### config.mk
export PLATFORM = sky130hd
export DESIGN_NAME = spsa_top
export DESIGN_NICKNAME = d
export VERILOG_FILES = /design/src/core/spsa_pkg.sv /design/src/core/spsa_baud.sv /design/src/core/spsa_top.sv
export VERILOG_INCLUDE_DIRS = /design/src /design/src/core
export SDC_FILE = /design/constraint.sdc
export NUM_CORES = 1
export LEC_CHECK = 0
export BUFFER_PORTS_ARGS = -buffer_cell sky130_fd_sc_hd__buf_2
export CORE_MARGIN = 5
export CORE_UTILIZATION = 45
export CTS_BUF_LIST = sky130_fd_sc_hd__clkbuf_2 sky130_fd_sc_hd__clkbuf_4 sky130_fd_sc_hd__clkbuf_8
export DETAILED_ROUTE_END_ITERATION = 8
export PLACE_DENSITY_LB_ADDON = 0.08
export SLEW_MARGIN = 20
export SYNTH_ARGS = -nofsm -noshare
export SYNTH_HDL_FRONTEND = slang
export SYNTH_SLANG_ARGS = --single-unit
### constraint.sdc
create_clock -name clk -period 2.8 [get_ports clk]
set_input_delay 0.56 -clock clk [delete_from_list [all_inputs] [get_ports clk]]
set_output_delay 0.56 -clock clk [all_outputs]
set_load 0.02 [all_outputs]
### src/core/spsa_defs.svh
// constants for the sync/async serial port: offsets, fields, resets, counts
//------------------------------------------------------------------
// How it works
// - sync transmit: done flag at next first phase
// - sync receive starts only if enabled, flag clear
// - sync receive: drive shift clock, sample at next first phase
// - eight bits, then receive flag next first phase
// - receive flag set blocks further receptions
// - async frame: start 0, eight bits lsb first, stop 1
// - received stop bit lands in ninth-bit field
// - bit rate is overflow rate over 16 or 32
// - buffer write; first bit after next rollover
// - each later bit after each later rollover
// - stop bit and transmit flag both at tenth rollover
//------------------------------------------------------------------
`ifndef SPSA_DEFS_SVH
`define SPSA_DEFS_SVH

// register offsets
`define SPSA_OFS_CTRL 8'h00
`define SPSA_OFS_BUF 8'h04
`define SPSA_OFS_RELOAD 8'h08
`define SPSA_OFS_STAT 8'h0C
`define SPSA_OFS_MASK 8'h10

// field positions and reset values
`define SPSA_ST_TX 0
`define SPSA_ST_RX 1
`define SPSA_CTRL_RST 3'h0
`define SPSA_RELOAD_RST 8'h00
`define SPSA_MASK_RST 2'h0

// machine cycle phases, one clock each, four per machine cycle
`define SPSA_PH_C1 2'h0
`define SPSA_PH_C3 2'h2
`define SPSA_PH_C4 2'h3

// bit and tick counts
`define SPSA_TMR_TOP 8'hFF
`define SPSA_DIV_TOP 4'hF
`define SPSA_MID_TICK 4'h7
`define SPSA_END_TICK 4'hF
`define SPSA_LAST_SYNC 4'h8
`define SPSA_LAST_ASYNC 4'h9
`define SPSA_DATA_LAST 4'h7

`endif

### src/core/spsa_pkg.sv
// types shared by the serial port files
package spsa_pkg;

  // software controls, packed in register order
  typedef struct packed {
    logic slow_baud;
    logic rx_en;
    logic async_mode;
  } spsa_ctrl_t;

  typedef enum logic [2:0] {
    TX_IDLE = 3'b001,
    TX_SYNC = 3'b010,
    TX_ASYNC = 3'b100
  } spsa_tx_st_t;

  typedef enum logic [4:0] {
    RX_IDLE = 5'b00001,
    RX_SYNC = 5'b00010,
    RX_START = 5'b00100,
    RX_DATA = 5'b01000,
    RX_STOP = 5'b10000
  } spsa_rx_st_t;

endpackage

### src/core/spsa_baud.sv
// reload timer and divide-by-16 counter for the async bit rate
`include "spsa_defs.svh"

module spsa_baud (
  // clock and reset
  input wire logic clk,
  input wire logic rst_n,
  // control
  input wire logic mc_tick,
  input wire logic [7:0] reload,
  input wire logic slow,
  // rate pulses
  output logic samp,
  output logic roll
);

  logic [7:0] timer_ff;
  logic half_ff;
  logic [3:0] div_ff;
  logic samp_ff;
  logic roll_ff;
  logic ovf;

  assign ovf = mc_tick && (timer_ff == `SPSA_TMR_TOP);
  assign samp = samp_ff;
  assign roll = roll_ff;

  // timer counts machine cycles and reloads on overflow
  always_ff @(posedge clk or negedge rst_n)
  begin
    if (!rst_n)
      timer_ff <= `SPSA_RELOAD_RST;
    else if (ovf)
      timer_ff <= reload;
    else if (mc_tick)
      timer_ff <= timer_ff + 8'h01;
  end

  // extra halving for the slow rate
  always_ff @(posedge clk or negedge rst_n)
  begin
    if (!rst_n)
      half_ff <= 1'b0;
    else if (ovf)
      half_ff <= !half_ff;
  end

  // sixteen sample pulses make one bit time
  always_ff @(posedge clk or negedge rst_n)
  begin
    if (!rst_n)
      samp_ff <= 1'b0;
    else
      samp_ff <= ovf && (!slow || half_ff);
  end

  // divide-by-16 counter, rollover pulse paces transmit
  always_ff @(posedge clk or negedge rst_n)
  begin
    if (!rst_n)
    begin
      div_ff <= 4'h0;
      roll_ff <= 1'b0;
    end
    else
    begin
      roll_ff <= samp_ff && (div_ff == `SPSA_DIV_TOP);
      if (samp_ff)
        div_ff <= div_ff + 4'h1;
    end
  end
endmodule

### src/core/spsa_top.sv
// serial port: synchronous shift mode and 10-bit asynchronous mode
//
// Local design decisions: the placing of the registers and the plain strobed port.
`include "spsa_defs.svh"

module spsa_top (
  // clock and reset
  input wire logic clk,
  input wire logic rst_n,
  // register port
  input wire logic [7:0] addr,
  input wire logic [7:0] wdata,
  input wire logic wr,
  input wire logic rd,
  output logic [7:0] rdata,
  // serial pins
  output logic txd,
  input wire logic rxd_in,
  output logic rxd_out,
  output logic rxd_oe,
  // interrupt
  output logic irq
);

  //------------------------------------------------------------------
  // state
  //------------------------------------------------------------------
  logic [1:0] phase_ff;
  spsa_pkg::spsa_ctrl_t ctrl_ff;
  logic ninth_ff;
  logic [7:0] reload_ff;
  logic [7:0] rx_buf_ff;
  logic [1:0] stat_ff;
  logic [1:0] mask_ff;
  logic roll_pend_ff;
  logic [2:0] rxd_sync_ff;
  logic rxd_lvl_ff;
  logic rxd_prev_ff;
  spsa_pkg::spsa_tx_st_t tx_st_ff;
  logic [9:0] tx_sh_ff;
  logic [3:0] tx_cnt_ff;
  spsa_pkg::spsa_rx_st_t rx_st_ff;
  logic [7:0] rx_sh_ff;
  logic [3:0] rx_cnt_ff;
  logic [3:0] rx_tick_ff;
  logic txd_ff;
  logic rxd_out_ff;
  logic rxd_oe_ff;
  logic irq_ff;
  logic [7:0] rdata_ff;
  logic samp;
  logic roll;

  function automatic logic hit(input logic strobe, input logic [7:0] a,
                               input logic [7:0] ofs);
    return strobe && (a == ofs);
  endfunction

  //------------------------------------------------------------------
  // decode and events
  //------------------------------------------------------------------
  logic c1, c3, c4;
  logic wr_buf, tx_idle, rx_idle, shift_busy, shift_last;
  logic tx_fire, tx_done_set, rx_sync_start, rx_sync_done, rx_stop_take;
  logic rx_store, rx_done_set;
  logic rxd_nxt;

  assign c1 = (phase_ff == `SPSA_PH_C1);
  assign c3 = (phase_ff == `SPSA_PH_C3);
  assign c4 = (phase_ff == `SPSA_PH_C4);
  assign wr_buf = hit(wr, addr, `SPSA_OFS_BUF);
  assign tx_idle = (tx_st_ff == spsa_pkg::TX_IDLE);
  assign rx_idle = (rx_st_ff == spsa_pkg::RX_IDLE);
  assign shift_busy = (tx_st_ff == spsa_pkg::TX_SYNC) || (rx_st_ff == spsa_pkg::RX_SYNC);
  assign shift_last = (tx_st_ff == spsa_pkg::TX_SYNC) ? (tx_cnt_ff == `SPSA_LAST_SYNC)
                                                      : (rx_cnt_ff == `SPSA_LAST_SYNC);
  assign tx_fire = c1 && roll_pend_ff && (tx_st_ff == spsa_pkg::TX_ASYNC);
  assign tx_done_set = ((tx_st_ff == spsa_pkg::TX_SYNC) && c1 && shift_last)
                    || (tx_fire && (tx_cnt_ff == `SPSA_LAST_ASYNC));
  assign rx_sync_start = c4 && rx_idle && tx_idle && !ctrl_ff.async_mode
                      && ctrl_ff.rx_en && !stat_ff[`SPSA_ST_RX];
  assign rx_sync_done = (rx_st_ff == spsa_pkg::RX_SYNC) && c1 && shift_last;
  assign rx_stop_take = (rx_st_ff == spsa_pkg::RX_STOP) && samp
                     && (rx_tick_ff == `SPSA_END_TICK);
  // a frame that ends while the flag is still up is dropped
  assign rx_store = rx_stop_take && !stat_ff[`SPSA_ST_RX];
  assign rx_done_set = rx_sync_done || rx_store;
  // level the filter shows after this edge; sync rx reads it at the first phase
  assign rxd_nxt = (rxd_sync_ff[1] == rxd_sync_ff[2]) ? rxd_sync_ff[2] : rxd_lvl_ff;

  spsa_baud u_baud (
    .clk(clk),
    .rst_n(rst_n),
    .mc_tick(c4),
    .reload(reload_ff),
    .slow(ctrl_ff.slow_baud),
    .samp(samp),
    .roll(roll)
  );

  // machine cycle phase counter
  always_ff @(posedge clk or negedge rst_n)
  begin
    if (!rst_n)
      phase_ff <= `SPSA_PH_C1;
    else
      phase_ff <= phase_ff + 2'h1;
  end

  // rollover waits for the next first phase; a new one wins over the consume
  // a rollover seen before the buffer write must not start the frame early
  always_ff @(posedge clk or negedge rst_n)
  begin
    if (!rst_n)
      roll_pend_ff <= 1'b0;
    else
      roll_pend_ff <= (roll || (roll_pend_ff && !c1)) && !(wr_buf && tx_idle);
  end

  // input filter: level moves only when second and third stages agree
  always_ff @(posedge clk or negedge rst_n)
  begin
    if (!rst_n)
    begin
      rxd_sync_ff <= 3'h7;
      rxd_lvl_ff <= 1'b1;
      rxd_prev_ff <= 1'b1;
    end
    else
    begin
      rxd_sync_ff <= {rxd_sync_ff[1:0], rxd_in};
      if (rxd_sync_ff[1] == rxd_sync_ff[2])
        rxd_lvl_ff <= rxd_sync_ff[2];
      rxd_prev_ff <= rxd_lvl_ff;
    end
  end

  //------------------------------------------------------------------
  // registers
  //------------------------------------------------------------------
  // control, reload and mask writes
  always_ff @(posedge clk or negedge rst_n)
  begin
    if (!rst_n)
    begin
      ctrl_ff <= `SPSA_CTRL_RST;
      reload_ff <= `SPSA_RELOAD_RST;
      mask_ff <= `SPSA_MASK_RST;
    end
    else if (hit(wr, addr, `SPSA_OFS_CTRL))
      ctrl_ff <= wdata[2:0];
    else if (hit(wr, addr, `SPSA_OFS_RELOAD))
      reload_ff <= wdata;
    else if (hit(wr, addr, `SPSA_OFS_MASK))
      mask_ff <= wdata[1:0];
  end

  // done flags: hardware sets, software clears by writing one, set wins
  always_ff @(posedge clk or negedge rst_n)
  begin
    if (!rst_n)
      stat_ff <= 2'h0;
    else
    begin
      if (tx_done_set)
        stat_ff[`SPSA_ST_TX] <= 1'b1;
      else if (hit(wr, addr, `SPSA_OFS_STAT) && wdata[`SPSA_ST_TX])
        stat_ff[`SPSA_ST_TX] <= 1'b0;
      if (rx_done_set)
        stat_ff[`SPSA_ST_RX] <= 1'b1;
      else if (hit(wr, addr, `SPSA_OFS_STAT) && wdata[`SPSA_ST_RX])
        stat_ff[`SPSA_ST_RX] <= 1'b0;
    end
  end

  // received byte and stop bit
  always_ff @(posedge clk or negedge rst_n)
  begin
    if (!rst_n)
    begin
      rx_buf_ff <= 8'h00;
      ninth_ff <= 1'b0;
    end
    else if (rx_sync_done)
      rx_buf_ff <= {rxd_nxt, rx_sh_ff[7:1]};
    else if (rx_store)
    begin
      rx_buf_ff <= rx_sh_ff;
      ninth_ff <= rxd_lvl_ff;
    end
  end

  // read data stands one cycle after the strobe, unmapped reads zero
  always_ff @(posedge clk or negedge rst_n)
  begin
    if (!rst_n)
      rdata_ff <= 8'h00;
    else if (hit(rd, addr, `SPSA_OFS_CTRL))
      rdata_ff <= {4'h0, ninth_ff, ctrl_ff};
    else if (hit(rd, addr, `SPSA_OFS_BUF))
      rdata_ff <= rx_buf_ff;
    else if (hit(rd, addr, `SPSA_OFS_RELOAD))
      rdata_ff <= reload_ff;
    else if (hit(rd, addr, `SPSA_OFS_STAT))
      rdata_ff <= {6'h00, stat_ff};
    else if (hit(rd, addr, `SPSA_OFS_MASK))
      rdata_ff <= {6'h00, mask_ff};
    else
      rdata_ff <= 8'h00;
  end

  // level interrupt, one cycle behind the flags
  always_ff @(posedge clk or negedge rst_n)
  begin
    if (!rst_n)
      irq_ff <= 1'b0;
    else
      irq_ff <= |(stat_ff & mask_ff);
  end

  //------------------------------------------------------------------
  // transmit
  //------------------------------------------------------------------
  // writes while busy are ignored; no queue behind the buffer
  always_ff @(posedge clk or negedge rst_n)
  begin
    if (!rst_n)
    begin
      tx_st_ff <= spsa_pkg::TX_IDLE;
      tx_sh_ff <= 10'h3FF;
      tx_cnt_ff <= 4'h0;
    end
    else
      case (tx_st_ff)
        spsa_pkg::TX_IDLE:
          if (wr_buf && ctrl_ff.async_mode)
          begin
            tx_sh_ff <= {1'b1, wdata, 1'b0};
            tx_cnt_ff <= 4'h0;
            tx_st_ff <= spsa_pkg::TX_ASYNC;
          end
          else if (wr_buf && rx_idle)
          begin
            tx_sh_ff <= {2'h3, wdata};
            tx_cnt_ff <= 4'h0;
            tx_st_ff <= spsa_pkg::TX_SYNC;
          end
        spsa_pkg::TX_SYNC:
          if (c1 && shift_last)
            tx_st_ff <= spsa_pkg::TX_IDLE;
          else if (c1)
          begin
            tx_sh_ff <= {1'b1, tx_sh_ff[9:1]};
            tx_cnt_ff <= tx_cnt_ff + 4'h1;
          end
        spsa_pkg::TX_ASYNC:
          if (tx_fire)
          begin
            tx_sh_ff <= {1'b1, tx_sh_ff[9:1]};
            tx_cnt_ff <= tx_cnt_ff + 4'h1;
            if (tx_cnt_ff == `SPSA_LAST_ASYNC)
              tx_st_ff <= spsa_pkg::TX_IDLE;
          end
        default:
          tx_st_ff <= spsa_pkg::TX_IDLE;
      endcase
  end

  // txd: shift clock in sync mode, frame bits in async mode; idles high
  always_ff @(posedge clk or negedge rst_n)
  begin
    if (!rst_n)
      txd_ff <= 1'b1;
    else if (shift_busy && c1 && !shift_last)
      txd_ff <= 1'b0;
    else if (shift_busy && c3)
      txd_ff <= 1'b1;
    else if (tx_fire)
      txd_ff <= tx_sh_ff[0];
  end

  // sync transmit data goes out on the data pin, driven only while shifting
  always_ff @(posedge clk or negedge rst_n)
  begin
    if (!rst_n)
    begin
      rxd_out_ff <= 1'b1;
      rxd_oe_ff <= 1'b0;
    end
    else if ((tx_st_ff == spsa_pkg::TX_SYNC) && c1)
    begin
      rxd_out_ff <= shift_last ? 1'b1 : tx_sh_ff[0];
      rxd_oe_ff <= !shift_last;
    end
  end

  //------------------------------------------------------------------
  // receive
  //------------------------------------------------------------------
  // sync samples at the next first phase: the filter lags a whole machine cycle
  always_ff @(posedge clk or negedge rst_n)
  begin
    if (!rst_n)
    begin
      rx_st_ff <= spsa_pkg::RX_IDLE;
      rx_sh_ff <= 8'h00;
      rx_cnt_ff <= 4'h0;
      rx_tick_ff <= 4'h0;
    end
    else
      case (rx_st_ff)
        spsa_pkg::RX_IDLE:
        begin
          rx_cnt_ff <= 4'h0;
          rx_tick_ff <= 4'h0;
          if (rx_sync_start)
            rx_st_ff <= spsa_pkg::RX_SYNC;
          else if (ctrl_ff.async_mode && ctrl_ff.rx_en && rxd_prev_ff && !rxd_lvl_ff)
            rx_st_ff <= spsa_pkg::RX_START;
        end
        spsa_pkg::RX_SYNC:
          if (c1)
          begin
            // bit of the period that just ended, as the filter now shows it
            if (rx_cnt_ff != 4'h0)
              rx_sh_ff <= {rxd_nxt, rx_sh_ff[7:1]};
            if (shift_last)
              rx_st_ff <= spsa_pkg::RX_IDLE;
            else
              rx_cnt_ff <= rx_cnt_ff + 4'h1;
          end
        spsa_pkg::RX_START:
          if (samp && (rx_tick_ff == `SPSA_MID_TICK))
          begin
            rx_tick_ff <= 4'h0;
            rx_st_ff <= rxd_lvl_ff ? spsa_pkg::RX_IDLE : spsa_pkg::RX_DATA;
          end
          else if (samp)
            rx_tick_ff <= rx_tick_ff + 4'h1;
        spsa_pkg::RX_DATA:
          if (samp)
          begin
            rx_tick_ff <= rx_tick_ff + 4'h1;
            if (rx_tick_ff == `SPSA_END_TICK)
            begin
              rx_sh_ff <= {rxd_lvl_ff, rx_sh_ff[7:1]};
              rx_cnt_ff <= rx_cnt_ff + 4'h1;
              if (rx_cnt_ff == `SPSA_DATA_LAST)
                rx_st_ff <= spsa_pkg::RX_STOP;
            end
          end
        spsa_pkg::RX_STOP:
          if (rx_stop_take)
            rx_st_ff <= spsa_pkg::RX_IDLE;
          else if (samp)
            rx_tick_ff <= rx_tick_ff + 4'h1;
        default:
          rx_st_ff <= spsa_pkg::RX_IDLE;
      endcase
  end

  assign rdata = rdata_ff;
  assign txd = txd_ff;
  assign rxd_out = rxd_out_ff;
  assign rxd_oe = rxd_oe_ff;
  assign irq = irq_ff;
endmodule

==> insert_results.sql, run 1 <==
INSERT INTO impl_metrics (metric_group, metric, value, unit) VALUES
('floorplan', 'starting_density_of_the_core', '0.463', ''),
('sta', 'report.final.slew_viol_count', '0', ''),
('worst_setup_path', 'worstSetupEndpointType', 'register', ''),
('global_route', 'grt_max_degree', '40', ''),
('cts', 'clkSlewWorstSetupHoldPaths', '0.09', 'ns'),
('floorplan', 'chipWidth', '114', 'um'),
('floorplan', 'design.portCount', '33', ''),
('cts', 'cts_inserted_buffers', '9', ''),
('cts', 'postCtsSetupRepairBufs', '0', ''),
('detailed_routing', 'routed_antenna_nets', '0', ''),
('placement', 'place.port_buffers', '32', ''),
('synth', 'synth-edff-count', '0', ''),
('global_route', 'gr-total-overflow', '0', ''),
('synth', 'syn_inst', '443', ''),
('power', 'vdd_drop_max', '350', 'uV'),
('sta', 'timing.final.crit_share', '0.843', ''),
('cts', 'holdBufCountCts', '0', ''),
('cts', 'cts_max_level', '3', ''),
('synth', 'async_reset_ff_frac', '1.00', ''),
('detailed_routing', 'detail_route.first_pass.iterations', '4', ''),
('worst_setup_path', 'worst_path_largest_cell_delay', '0.50', 'ns'),
('sta', 'finalHoldViolCount', '0', ''),
('power', 'total_leakage_power', '0.00245', 'uW'),
('synth', 'syn-mean-instance-area', '10.9', 'um2'),
('synth', 'ys.warnings.count', '0', ''),
('synth', 'netlist_area', '4830', 'um2'),
('placement', 'dpl.cell_count', '607', ''),
('detailed_routing', 'drtIter0Drc', '156', ''),
('cts', 'clock_latency_reported_for_the_late_side_of_the_worst_skew_pair', '0.36', 'ns'),
('synth', 'synth.yosys.seq_area_share', '0.502', ''),
('sta', 'worst_slew_pin_tran', '0.558', 'ns'),
('sta', 'rsz_0062_raised_after_global_routing', 'false', ''),
('synth', 'leading_area_contributor_after_synthesis', 'dfrtp_1', ''),
('worst_setup_path', 'worst-r2r-cell-count', '7', ''),
('detailed_routing', 'detail_route.vias_per_cell', '5.63', ''),
('layout', 'final_layout_size_suffix_gt1_frac', '0.248', ''),
('detailed_routing', 'drt_drc_violations_left', '0', ''),
('floorplan', 'fp-row-count', '37', ''),
('layout', 'area.growth.synth_to_final', '10.5', '%'),
('status', 'run_status', 'finished clean', ''),
('worst_setup_path', 'slowest_stage', 'a221oi_1', ''),
('global_route', 'grt_pass1_vias', '3658', ''),
('cts', 'clock_tree_from_tritoncts', 'done', ''),
('layout', 'post_route_insts_no_fill', '623', ''),
('synth', 'synth_top_flop_cell', 'dfrtp_1', ''),
('layout', 'antenna-diode-count', '0', ''),
('worst_setup_path', 'critical_path.startpoint_type', 'register', ''),
('cts', 'clockRootBuffer', 'clkbuf_8', ''),
('cts', 'cts_max_path_buffers', '2', ''),
('worst_setup_path', 'critPathRequiredTime', '3.06', 'ns'),
('global_route', 'number_of_antenna_violations_at_the_first_check_in_global_routing', '0', ''),
('synth', 'yosys_register_bits', '96', ''),
('worst_setup_path', 'cp.arrival', '2.62', 'ns'),
('synth', 'synth_top_area_share', '0.404', ''),
('cts', 'post_cts.resized_instances', '0', ''),
('sta', 'slew_headroom', '0.623', ''),
('floorplan', 'floorplan.core_area', '10400', 'um2'),
('detailed_routing', 'drt_wl_total', '10500', 'um'),
('placement', 'globalplace.congestion', '0.833', ''),
('worst_setup_path', 'cp_cell_sequence', 'inv_1 > ha_1 > inv_1 > a221oi_1 > nand2_4 > nand2_4 > mux2_4', ''),
('layout', 'fin_nets', '514', ''),
('detailed_routing', 'dr_total_vias', '3506', ''),
('cts', 'cts.sink_count', '96', ''),
('global_route', 'gr-usage-all-layers', '0.176', ''),
('detailed_routing', 'routedWlPerCell', '16.9', 'um'),
('worst_setup_path', 'crit_path_max_fanout', '13', ''),
('sta', 'final-setup-viol-count', '0', ''),
('synth', 'postSynthNetCount', '475', ''),
('synth', 'synth_cell_type_count', '70', ''),
('layout', 'fillerInstances', '967', ''),
('sta', 'timing.setup.tns', '0', 'ns'),
('sta', 'fmax', '424', 'MHz'),
('synth', 'post_synth_main_area_contributors', 'dfrtp_1, dfstp_2, mux2_2', ''),
('hold_path', 'hp-class', 'in -> async', ''),
('global_route', 'grt_pass1_wl', '18100', 'um'),
('sta', 'layout_min_cycle_time', '2.36', 'ns'),
('floorplan', 'die_area', '12900', 'um2'),
('placement', 'half_perimeter_wire_length_of_the_detailed_placement_result', '7840', 'um'),
('worst_setup_path', 'timing.setup.critical_path_class', 'reg -> reg', ''),
('floorplan', 'die-height', '114', 'um'),
('power', 'power_density', '452', 'nW/um2'),
('job', 'maxCapViolCount', '0', ''),
('sta', 'final.setup_skew', '0.00652', 'ns');
## cells in the mapped netlist, types with 6 or more instances
cell     number
dfrtp_1      78
nand2_1      36
nor2_1       35
inv_1        28
a21oi_1      26
mux2_2       22
mux2i_1      20
dfstp_2      18
o21ai_0      17
nand3_1      13
nand4_1      13
ha_1         11
a221o_1       8
nor2b_1       7
nor3_1        7
mux2_4        6
xnor2_1       6
## per-layer routing
| metal | track usage | share of wire | wire length [um] | vias to the layer above |
|---|---|---|---|---|
| met4 | 0.0481 | 0.014 | 147 | 0 |
| met1 | 0.242 | 0.48 | 5090 | 1736 |
| met3 | 0.0377 | 0.037 | 385 | 13 |
| met5 | 0 | 0 | 0 | - |
| met2 | 0.282 | 0.47 | 4900 | 67 |
| li1 | - | - | - | 1690 |
## area by class of cell
type,instances,area (um2),area share
multi-input combinational,308,2230,0.418
sequential,96,2420,0.455
clock buffer,10,131,0.0246
clock inverter,6,43.8,0.00821
timing repair buffer,39,228,0.0427
inverter,28,105,0.0197
tap,136,170,0.0319
## metrics by stage
step / util / cell area (um2) / worst slack, ns / total power [uW] / hold WS [ns]
6_report: 0.512 / 5330 / 0.439 / 2410 / 0.156
5_1_grt: 0.512 / 5330 / 0.261 / 2520 / 0.187
4_1_cts: 0.512 / 5330 / 0.435 / 2440 / 0.163
3_5_place_dp: 0.495 / 5160 / 0.454 / 1610 / 0.347
3_3_place_gp: 0.495 / 5160 / 0.519 / 1610 / 0.346
2_1_floorplan: - / 4830 / 0.722 / 1530 / 0.264
## worst max-delay path: cells and delay by family (launching register included)
family,cells,cell delay [ns]
AO/OA/AOI/OAI,1,0.50
adder cells (fa/ha/maj),1,0.40
buffers and inverters,2,0.29
flip-flops,1,0.42
multiplexers,1,0.32
AND/OR/NAND/NOR,2,0.32
## placed cells by master (no fill, tap or decap), types with 3 or more instances in the layout
cell | synthesis | routed
a22o_1 | 5 | 5
a21o_1 | 4 | 4
a32o_1 | 3 | 3
ha_1 | 11 | 11
o21ai_0 | 17 | 17
nand2_1 | 36 | 36
nand3b_1 | 4 | 4
clkbuf_8 | 0 | 9
dfrtp_1 | 78 | 78
a22oi_1 | 5 | 5
nor2_1 | 35 | 35
o22ai_1 | 5 | 5
xnor2_1 | 6 | 6
nand4_1 | 13 | 13
mux2_2 | 22 | 22
nor2b_1 | 7 | 7
buf_4 | 1 | 7
nand3_1 | 13 | 13
mux2i_1 | 20 | 20
mux2_4 | 6 | 6
a221o_1 | 8 | 8
a31oi_1 | 3 | 3
a21oi_1 | 26 | 26
nor3_1 | 7 | 7
buf_2 | 4 | 31
dfstp_2 | 18 | 18
inv_1 | 28 | 28
## sequential cells by signal, indices dropped and copies added (netlist names), 2 cells and up
name / count
rxd_sync_ff: 3
tx_st_ff: 3
rx_buf_ff: 8
u_baud.timer_ff: 8
phase_ff: 2
tx_cnt_ff: 4
u_baud.div_ff: 4
ctrl_ff: 3
rx_tick_ff: 4
tx_sh_ff: 9
rdata: 8
stat_ff: 2
rx_cnt_ff: 4
mask_ff: 2
reload_ff: 8
rx_st_ff: 5
rx_sh_ff: 8
## cell families (layout without fill, tap and decap cells)
group / after synthesis / count (layout) / synth area share
and+or+nand+nor: 143 / 143 / 0.166
AOI/OAI and AO/OA: 97 / 97 / 0.139
DFF: 96 / 96 / 0.502
muxes: 48 / 48 / 0.111
buffers and inverters: 39 / 83 / 0.0355
adders and majority gates: 12 / 12 / 0.0306
xor gates and xnor gates: 8 / 8 / 0.0145
## where the power goes
group | internal [uW] | total [uW] | switching [uW] | leakage (uW)
clock network | 338 | 828 | 490 | 0.0000905
logic | 53.4 | 134 | 81.1 | 0.00111
registers | 1420 | 1450 | 27.5 | 0.00125
total | 1810 | 2410 | 599 | 0.00245
## path summary, 6_finish.rpt
path                                      from              to  slack [ns]
worst max-delay path               phase_ff[0]    tx_cnt_ff[1]        0.44
worst min-delay path                     rst_n   rx_tick_ff[1]        0.16
worst max register to register     phase_ff[0]    tx_cnt_ff[1]        0.44
worst min register to register  rxd_sync_ff[0]  rxd_sync_ff[1]        0.36
max in group asynchronous                rst_n     rx_sh_ff[0]        1.98
min in group clk                        rxd_in  rxd_sync_ff[0]        0.29
Power figures use the tool's default switching activity.
==> run 2: changes to the inputs <==
==> constraint.sdc (replaced) <==
create_clock -name clk -period 2.1 [get_ports clk]
set_input_delay 0.42 -clock clk [delete_from_list [all_inputs] [get_ports clk]]
set_output_delay 0.42 -clock clk [all_outputs]
set_load 0.02 [all_outputs]
==> run 2 against run 1 <==
Clock skew is 0.011 ns higher. Clock power is 45% higher. Global-route usage is 0.65 points higher. Sequential power is 33% higher. Combinational power is 40% higher. Critical path type unchanged. Register-to-register slack worse by 0.30 ns.
==> insert_results.sql, run 2 (synthesized netlist as in run 1, its figures left out) <==
INSERT INTO impl_metrics (metric_group, metric, value, unit) VALUES
('status', 'run_status', 'finished clean', ''),
('cts', 'cts_max_level', '3', ''),
('sta', 'finalHoldViolCount', '0', ''),
('layout', 'area.growth.synth_to_final', '15.1', '%'),
('worst_setup_path', 'critical_path.startpoint_type', 'register', ''),
('power', 'total_leakage_power', '0.00256', 'uW'),
('worst_setup_path', 'critPathRequiredTime', '2.42', 'ns'),
('sta', 'final-setup-viol-count', '0', ''),
('job', 'maxCapViolCount', '0', ''),
('detailed_routing', 'routedWlPerCell', '16.9', 'um'),
('floorplan', 'design.portCount', '33', ''),
('worst_setup_path', 'cp_cell_sequence', 'or3b_4 > or4b_4 > nand2_1 > nand2_1 > a32o_1', ''),
('layout', 'final_layout_size_suffix_gt1_frac', '0.283', ''),
('layout', 'registers.top_by_ff_count', 'tx_sh_ff', ''),
('sta', 'final.setup_skew', '0.0172', 'ns'),
('global_route', 'grt_pass1_wl', '18600', 'um'),
('detailed_routing', 'detail_route.vias_per_cell', '5.61', ''),
('layout', 'mostFrequentLayoutCell', 'dfrtp_1', ''),
('placement', 'globalplace.congestion', '0.844', ''),
('floorplan', 'chipWidth', '114', 'um'),
('layout', 'antenna-diode-count', '0', ''),
('power', 'power_density', '597', 'nW/um2'),
('detailed_routing', 'drtIter0Drc', '274', ''),
('worst_setup_path', 'cp.arrival', '2.28', 'ns'),
('global_route', 'gr-usage-all-layers', '0.182', ''),
('layout', 'fillerInstances', '935', ''),
('worst_setup_path', 'timing.critical_path.mode_cell', 'nand2_1', ''),
('worst_setup_path', 'slowest_stage', 'dfstp_2', ''),
('worst_setup_path', 'worstSetupEndpointType', 'register', ''),
('sta', 'slew_headroom', '0.710', ''),
('global_route', 'number_of_antenna_violations_at_the_first_check_in_global_routing', '0', ''),
('cts', 'postCtsSetupRepairBufs', '0', ''),
('cts', 'clockRootBuffer', 'clkbuf_8', ''),
('floorplan', 'fp-row-count', '37', ''),
('worst_setup_path', 'crit_path_max_fanout', '6', ''),
('sta', 'report.final.slew_viol_count', '0', ''),
('power', 'vdd_drop_max', '487', 'uV'),
('sta', 'timing.final.crit_share', '0.935', ''),
('sta', 'fmax', '510', 'MHz'),
('layout', 'final_cell_mix', 'dfrtp_1, nand2_1, nor2_1, buf_2, inv_1', ''),
('cts', 'cts_inserted_buffers', '9', ''),
('cts', 'clock_tree_from_tritoncts', 'done', ''),
('placement', 'place.port_buffers', '32', ''),
('detailed_routing', 'detail_route.first_pass.iterations', '4', ''),
('hold_path', 'hp-class', 'in -> reg', ''),
('floorplan', 'starting_density_of_the_core', '0.463', ''),
('cts', 'cts_max_path_buffers', '2', ''),
('worst_setup_path', 'timing.setup.critical_path_class', 'reg -> reg', ''),
('layout', 'largest_register_ffs', '9', ''),
('layout', 'stdcell_area', '5550', 'um2'),
('cts', 'clock_latency_reported_for_the_late_side_of_the_worst_skew_pair', '0.38', 'ns'),
('detailed_routing', 'dr_total_vias', '3610', ''),
('layout', 'fin_nets', '535', ''),
('worst_setup_path', 'worst_path_largest_cell_delay', '0.58', 'ns'),
('detailed_routing', 'drt_drc_violations_left', '0', ''),
('global_route', 'gr-total-overflow', '0', ''),
('detailed_routing', 'drt_wl_total', '10900', 'um'),
('global_route', 'grt_pass1_vias', '3682', ''),
('global_route', 'grt_max_degree', '36', ''),
('power', 'fin_total_pwr', '3320', 'uW'),
('detailed_routing', 'routed_antenna_nets', '0', ''),
('cts', 'clkSlewWorstSetupHoldPaths', '0.11', 'ns'),
('floorplan', 'floorplan.core_area', '10400', 'um2'),
('floorplan', 'die_area', '12900', 'um2'),
('sta', 'worst_slew_pin_tran', '0.433', 'ns'),
('sta', 'layout_min_cycle_time', '1.96', 'ns'),
('cts', 'cts.sink_count', '96', ''),
('placement', 'half_perimeter_wire_length_of_the_detailed_placement_result', '8140', 'um'),
('floorplan', 'die-height', '114', 'um'),
('placement', 'dpl_cell_area', '5320', 'um2');
-- run 2: metal layers --
layer	wire length (um)	track usage	share of wire
met5	0	0	0
met4	138	0.0505	0.013
met3	442	0.0472	0.041
met2	5200	0.294	0.48
met1	5110	0.244	0.47
-- run 2: worst max-delay path: cells and delay by family, from the launching register on --
| kind | cells | cell delay (ns) |
|---|---|---|
| compound gates | 1 | 0.20 |
| simple gates | 4 | 1.12 |
| flops | 1 | 0.58 |
-- run 2: stage by stage --
step           setup TNS (ns)  worst slack, ns  cells  utilization  hold WS (ns)
2_1_floorplan               0           0.0223    443            -         0.124
3_3_place_gp                0            0.135    627        0.511         0.345
3_5_place_dp                0           0.0836    627        0.511         0.351
4_1_cts                     0           0.0656    644        0.531         0.112
5_1_grt              -0.00123         -0.00123    644        0.533         0.107
6_report                    0            0.137    644        0.533         0.130
-- run 2: worst paths after layout --
check,to,cells after the start,startpoint,slack [ns]
worst max-delay path,rx_st_ff[0],5,tx_st_ff[0],0.14
worst min-delay path,rxd_sync_ff[0],1,rxd_in,0.13
worst max register to register,rx_st_ff[0],5,tx_st_ff[0],0.14
worst min register to register,rxd_sync_ff[1],0,rxd_sync_ff[0],0.36
max in group asynchronous,tx_sh_ff[5],3,rst_n,0.96
min in group asynchronous,tx_st_ff[1],2,rst_n,0.50
-- run 2: what timing repair did --
item / in CTS / in global routing
endpoints found under the setup margin: 0 / 7
hold buffers: 1 / 0
gates resized for setup: 0 / 4
hold endpoints to repair: 22 / 0
-- run 2: cell type report --
cell class | instances | area (um2) | area share
inverters | 28 | 105 | 0.0189
clock buffers | 9 | 124 | 0.0223
well taps | 136 | 170 | 0.0306
repair buffers | 60 | 400 | 0.0721
multi-input cells | 308 | 2260 | 0.406
clock inverters | 7 | 72.6 | 0.0131
flip-flops and latches | 96 | 2420 | 0.437
-- run 2: power breakdown --
| part | switching, uW | total [uW] | internal, uW |
|---|---|---|---|
| combinational | 107 | 187 | 79.8 |
| sequential | 39.7 | 1930 | 1890 |
| clock | 733 | 1200 | 465 |
==> run 3: changes to the inputs <==
==> constraint.sdc (replaced) <==
create_clock -name clk -period 1.8 [get_ports clk]
set_input_delay 0.36 -clock clk [delete_from_list [all_inputs] [get_ports clk]]
set_output_delay 0.36 -clock clk [all_outputs]
set_load 0.02 [all_outputs]
==> run 3 against run 2 <==
The run now ends with setup timing left. Global-route usage increased by 0.32 points. First-iteration DRC count is 23% lower. Design area is 9.4% higher. Clock-buffer cell count is the same. Critical path depth did not move. Sequential share of layout area down 3.7 points. Setup slack worse by 0.19 ns. Via count increased by 4.0%. Combinational power increased by 38%. Total power grew 17%. Sequential power is 16% higher. Worst hold slack got worse by 0.064 ns.
==> insert_results.sql, run 3 (synthesized netlist as in run 1, its figures left out) <==
INSERT INTO impl_metrics (metric_group, metric, value, unit) VALUES
('sta', 'final-setup-viol-count', '6', ''),
('layout', 'registers.top_by_ff_count', 'tx_sh_ff', ''),
('floorplan', 'fp-row-count', '37', ''),
('sta', 'report.final.slew_viol_count', '0', ''),
('status', 'violations', 'setup timing', ''),
('layout', 'fin_nets', '579', ''),
('layout', 'antenna-diode-count', '0', ''),
('detailed_routing', 'routedWlPerCell', '16.5', 'um'),
('global_route', 'number_of_antenna_violations_at_the_first_check_in_global_routing', '0', ''),
('placement', 'dp_worst_setup_slack', '-0.0755', 'ns'),
('hold_path', 'hold_path_end', 'rxd_sync_ff[0]', ''),
('worst_setup_path', 'setup_slack_of_the_worst_register_to_register_path', '-0.05', 'ns'),
('worst_setup_path', 'critPathRequiredTime', '2.11', 'ns'),
('global_route', 'gr-total-overflow', '0', ''),
('power', 'combPwrFrac', '0.067', ''),
('job', 'maxCapViolCount', '0', ''),
('power', 'cell_internal_power', '2850', 'uW'),
('layout', 'area.growth.synth_to_final', '25.8', '%'),
('cts', 'cts_max_level', '3', ''),
('layout', 'multiInputGateArea', '2440', 'um2'),
('layout', 'final_cell_mix', 'dfrtp_1, buf_4, nand2_1, buf_2', ''),
('sta', 'fmax', '540', 'MHz'),
('power', 'seq_power_share', '0.579', ''),
('floorplan', 'die-height', '114', 'um'),
('floorplan', 'floorplan.core_area', '10400', 'um2'),
('placement', 'place.port_buffers', '32', ''),
('hold_path', 'worstHoldPathCells', '1', ''),
('global_route', 'grt_pass1_wl', '19100', 'um'),
('worst_setup_path', 'timing.setup.critical_path_class', 'reg -> reg', ''),
('detailed_routing', 'drt-met1-wl', '5450', 'um'),
('sta', 'finalHoldViolCount', '0', ''),
('detailed_routing', 'drt_wl_total', '11400', 'um'),
('cts', 'clock_latency_reported_for_the_late_side_of_the_worst_skew_pair', '0.37', 'ns'),
('layout', 'largest_register_ffs', '9', ''),
('worst_setup_path', 'cp.arrival', '2.16', 'ns'),
('floorplan', 'starting_density_of_the_core', '0.463', ''),
('sta', 'final.setup_skew', '0.0113', 'ns'),
('sta', 'slew_headroom', '0.729', ''),
('cts', 'clkSlewWorstSetupHoldPaths', '0.11', 'ns'),
('worst_setup_path', 'critical_path.startpoint_type', 'register', ''),
('floorplan', 'design.portCount', '33', ''),
('detailed_routing', 'routed_antenna_nets', '0', ''),
('hold_path', 'hp-class', 'in -> reg', ''),
('sta', 'final.hold.worst_slack', '0.0668', 'ns'),
('global_route', 'grt_pass1_vias', '3833', ''),
('sta', 'timing.final.crit_share', '1.03', ''),
('floorplan', 'die_area', '12900', 'um2'),
('worst_setup_path', 'worst-r2r-cell-count', '5', ''),
('sta', 'worst_slew_pin_tran', '0.406', 'ns'),
('detailed_routing', 'met2WireLength', '5380', 'um'),
('layout', 'sequential_cell_area', '2430', 'um2'),
('cts', 'cts_inserted_buffers', '9', ''),
('worst_setup_path', 'crit_path_max_fanout', '3', ''),
('cts', 'clockRootBuffer', 'clkbuf_8', ''),
('floorplan', 'chipWidth', '114', 'um'),
('detailed_routing', 'detail_route.vias_per_cell', '5.46', ''),
('worst_setup_path', 'r2r_start', 'tx_st_ff[0]', ''),
('worst_setup_path', 'worstSetupEndpointType', 'register', ''),
('detailed_routing', 'maxUsedRoutingLayer', 'met4', ''),
('status', 'run_status', 'complete, but fails checks', ''),
('sta', 'rsz_0062_raised_after_global_routing', 'true', ''),
('power', 'switching_power', '1020', 'uW'),
('placement', 'half_perimeter_wire_length_of_the_detailed_placement_result', '8380', 'um'),
('detailed_routing', 'dr_total_vias', '3755', ''),
('layout', 'mostFrequentLayoutCell', 'dfrtp_1', ''),
('global_route', 'grt_max_degree', '69', ''),
('power', 'total_leakage_power', '0.00285', 'uW'),
('power', 'vdd_drop_max', '424', 'uV'),
('worst_setup_path', 'worst_r2r_endpoint', 'rx_st_ff[0]', ''),
('detailed_routing', 'detail_route.first_pass.iterations', '4', ''),
('power', 'power_switching_share', '0.264', ''),
('layout', 'final_layout_size_suffix_gt1_frac', '0.391', ''),
('placement', 'globalplace.congestion', '0.875', ''),
('sta', 'timing.setup.tns', '-0.179', 'ns'),
('layout', 'fillerInstances', '896', ''),
('power', 'share_clk_of_total_power', '0.354', ''),
('detailed_routing', 'drt_drc_violations_left', '0', ''),
('detailed_routing', 'drtIter0Drc', '212', ''),
('cts', 'clock_tree_from_tritoncts', 'done', ''),
('sta', 'layout_min_cycle_time', '1.85', 'ns'),
('power', 'power_density', '638', 'nW/um2'),
('cts', 'cts_max_path_buffers', '2', ''),
('hold_path', 'hold_path.startpoint', 'rxd_in', ''),
('sta', 'post_layout_worst_setup_margin', '-0.0505', 'ns'),
('detailed_routing', 'wl_met3', '329', 'um'),
('global_route', 'gr-usage-all-layers', '0.185', ''),
('cts', 'cts.sink_count', '96', '');
-- run 3: worst max-delay path, stage by stage (launching register included) --
cell and delay (ns):
dfstp_2 0.55, or3b_4 0.41, or4b_4 0.50, nand2_2 0.07, nand2_1 0.05, a32o_1 0.20
-- run 3: metal layers --
layer	track usage	up-vias
met1	0.253	1862
met3	0.0329	15
met5	0	-
met4	0.0577	0
met2	0.302	58
li1	-	1820
-- run 3: repair_timing --
action | 4_1_cts | 5_1_grt
hold endpoints to repair | 28 | 0
hold buffers | 1 | 0
gates cloned | 1 | 0
setup buffers | 1 | 5
setup endpoints to repair | 20 | 38
pin swaps | 2 | 7
gates resized for setup | 3 | 38
-- run 3: how the worst max path moves through the flow --
stage                start      endpoint  slack, ns  cells after the start
2_1_floorplan  tx_st_ff[0]  tx_cnt_ff[1]      -0.09                      6
6_report       tx_st_ff[0]   rx_st_ff[0]      -0.05                      5
3_3_place_gp       addr[3]  tx_cnt_ff[1]      -0.05                      6
5_1_grt        tx_st_ff[0]   rx_st_ff[0]       -0.1                      5
3_5_place_dp       addr[3]  tx_cnt_ff[1]      -0.08                      6
4_1_cts        tx_st_ff[0]   rx_st_ff[0]      -0.07                      5
-- run 3: area by class of cell --
cell class / count / area share
clock buffer: 9 / 0.0204
multi-input combinational: 309 / 0.401
tap: 136 / 0.0280
sequential: 96 / 0.400
timing repair buffer: 103 / 0.123
clock inverter: 7 / 0.00989
inverter: 28 / 0.0173
-- run 3: power groups by stage --
stage	logic, uW	clock network (uW)	registers (uW)
4_1_cts	256	1430	2240
6_report	258	1370	2240
3_5_place_dp	252	0	2280
2_1_floorplan	101	0	2280
3_3_place_gp	247	0	2280
5_1_grt	289	1510	2250
-- run 3: through the flow --
stage               instance area, um2  std cells   util  total power (uW)
global route                      6070        688  0.583              4050
detailed placement                5650        664  0.542              2540
CTS                               5870        683  0.564              3930
global placement                  5650        664  0.542              2530
finish                            6070        688  0.583              3880
floorplan                         4900        443      -              2380
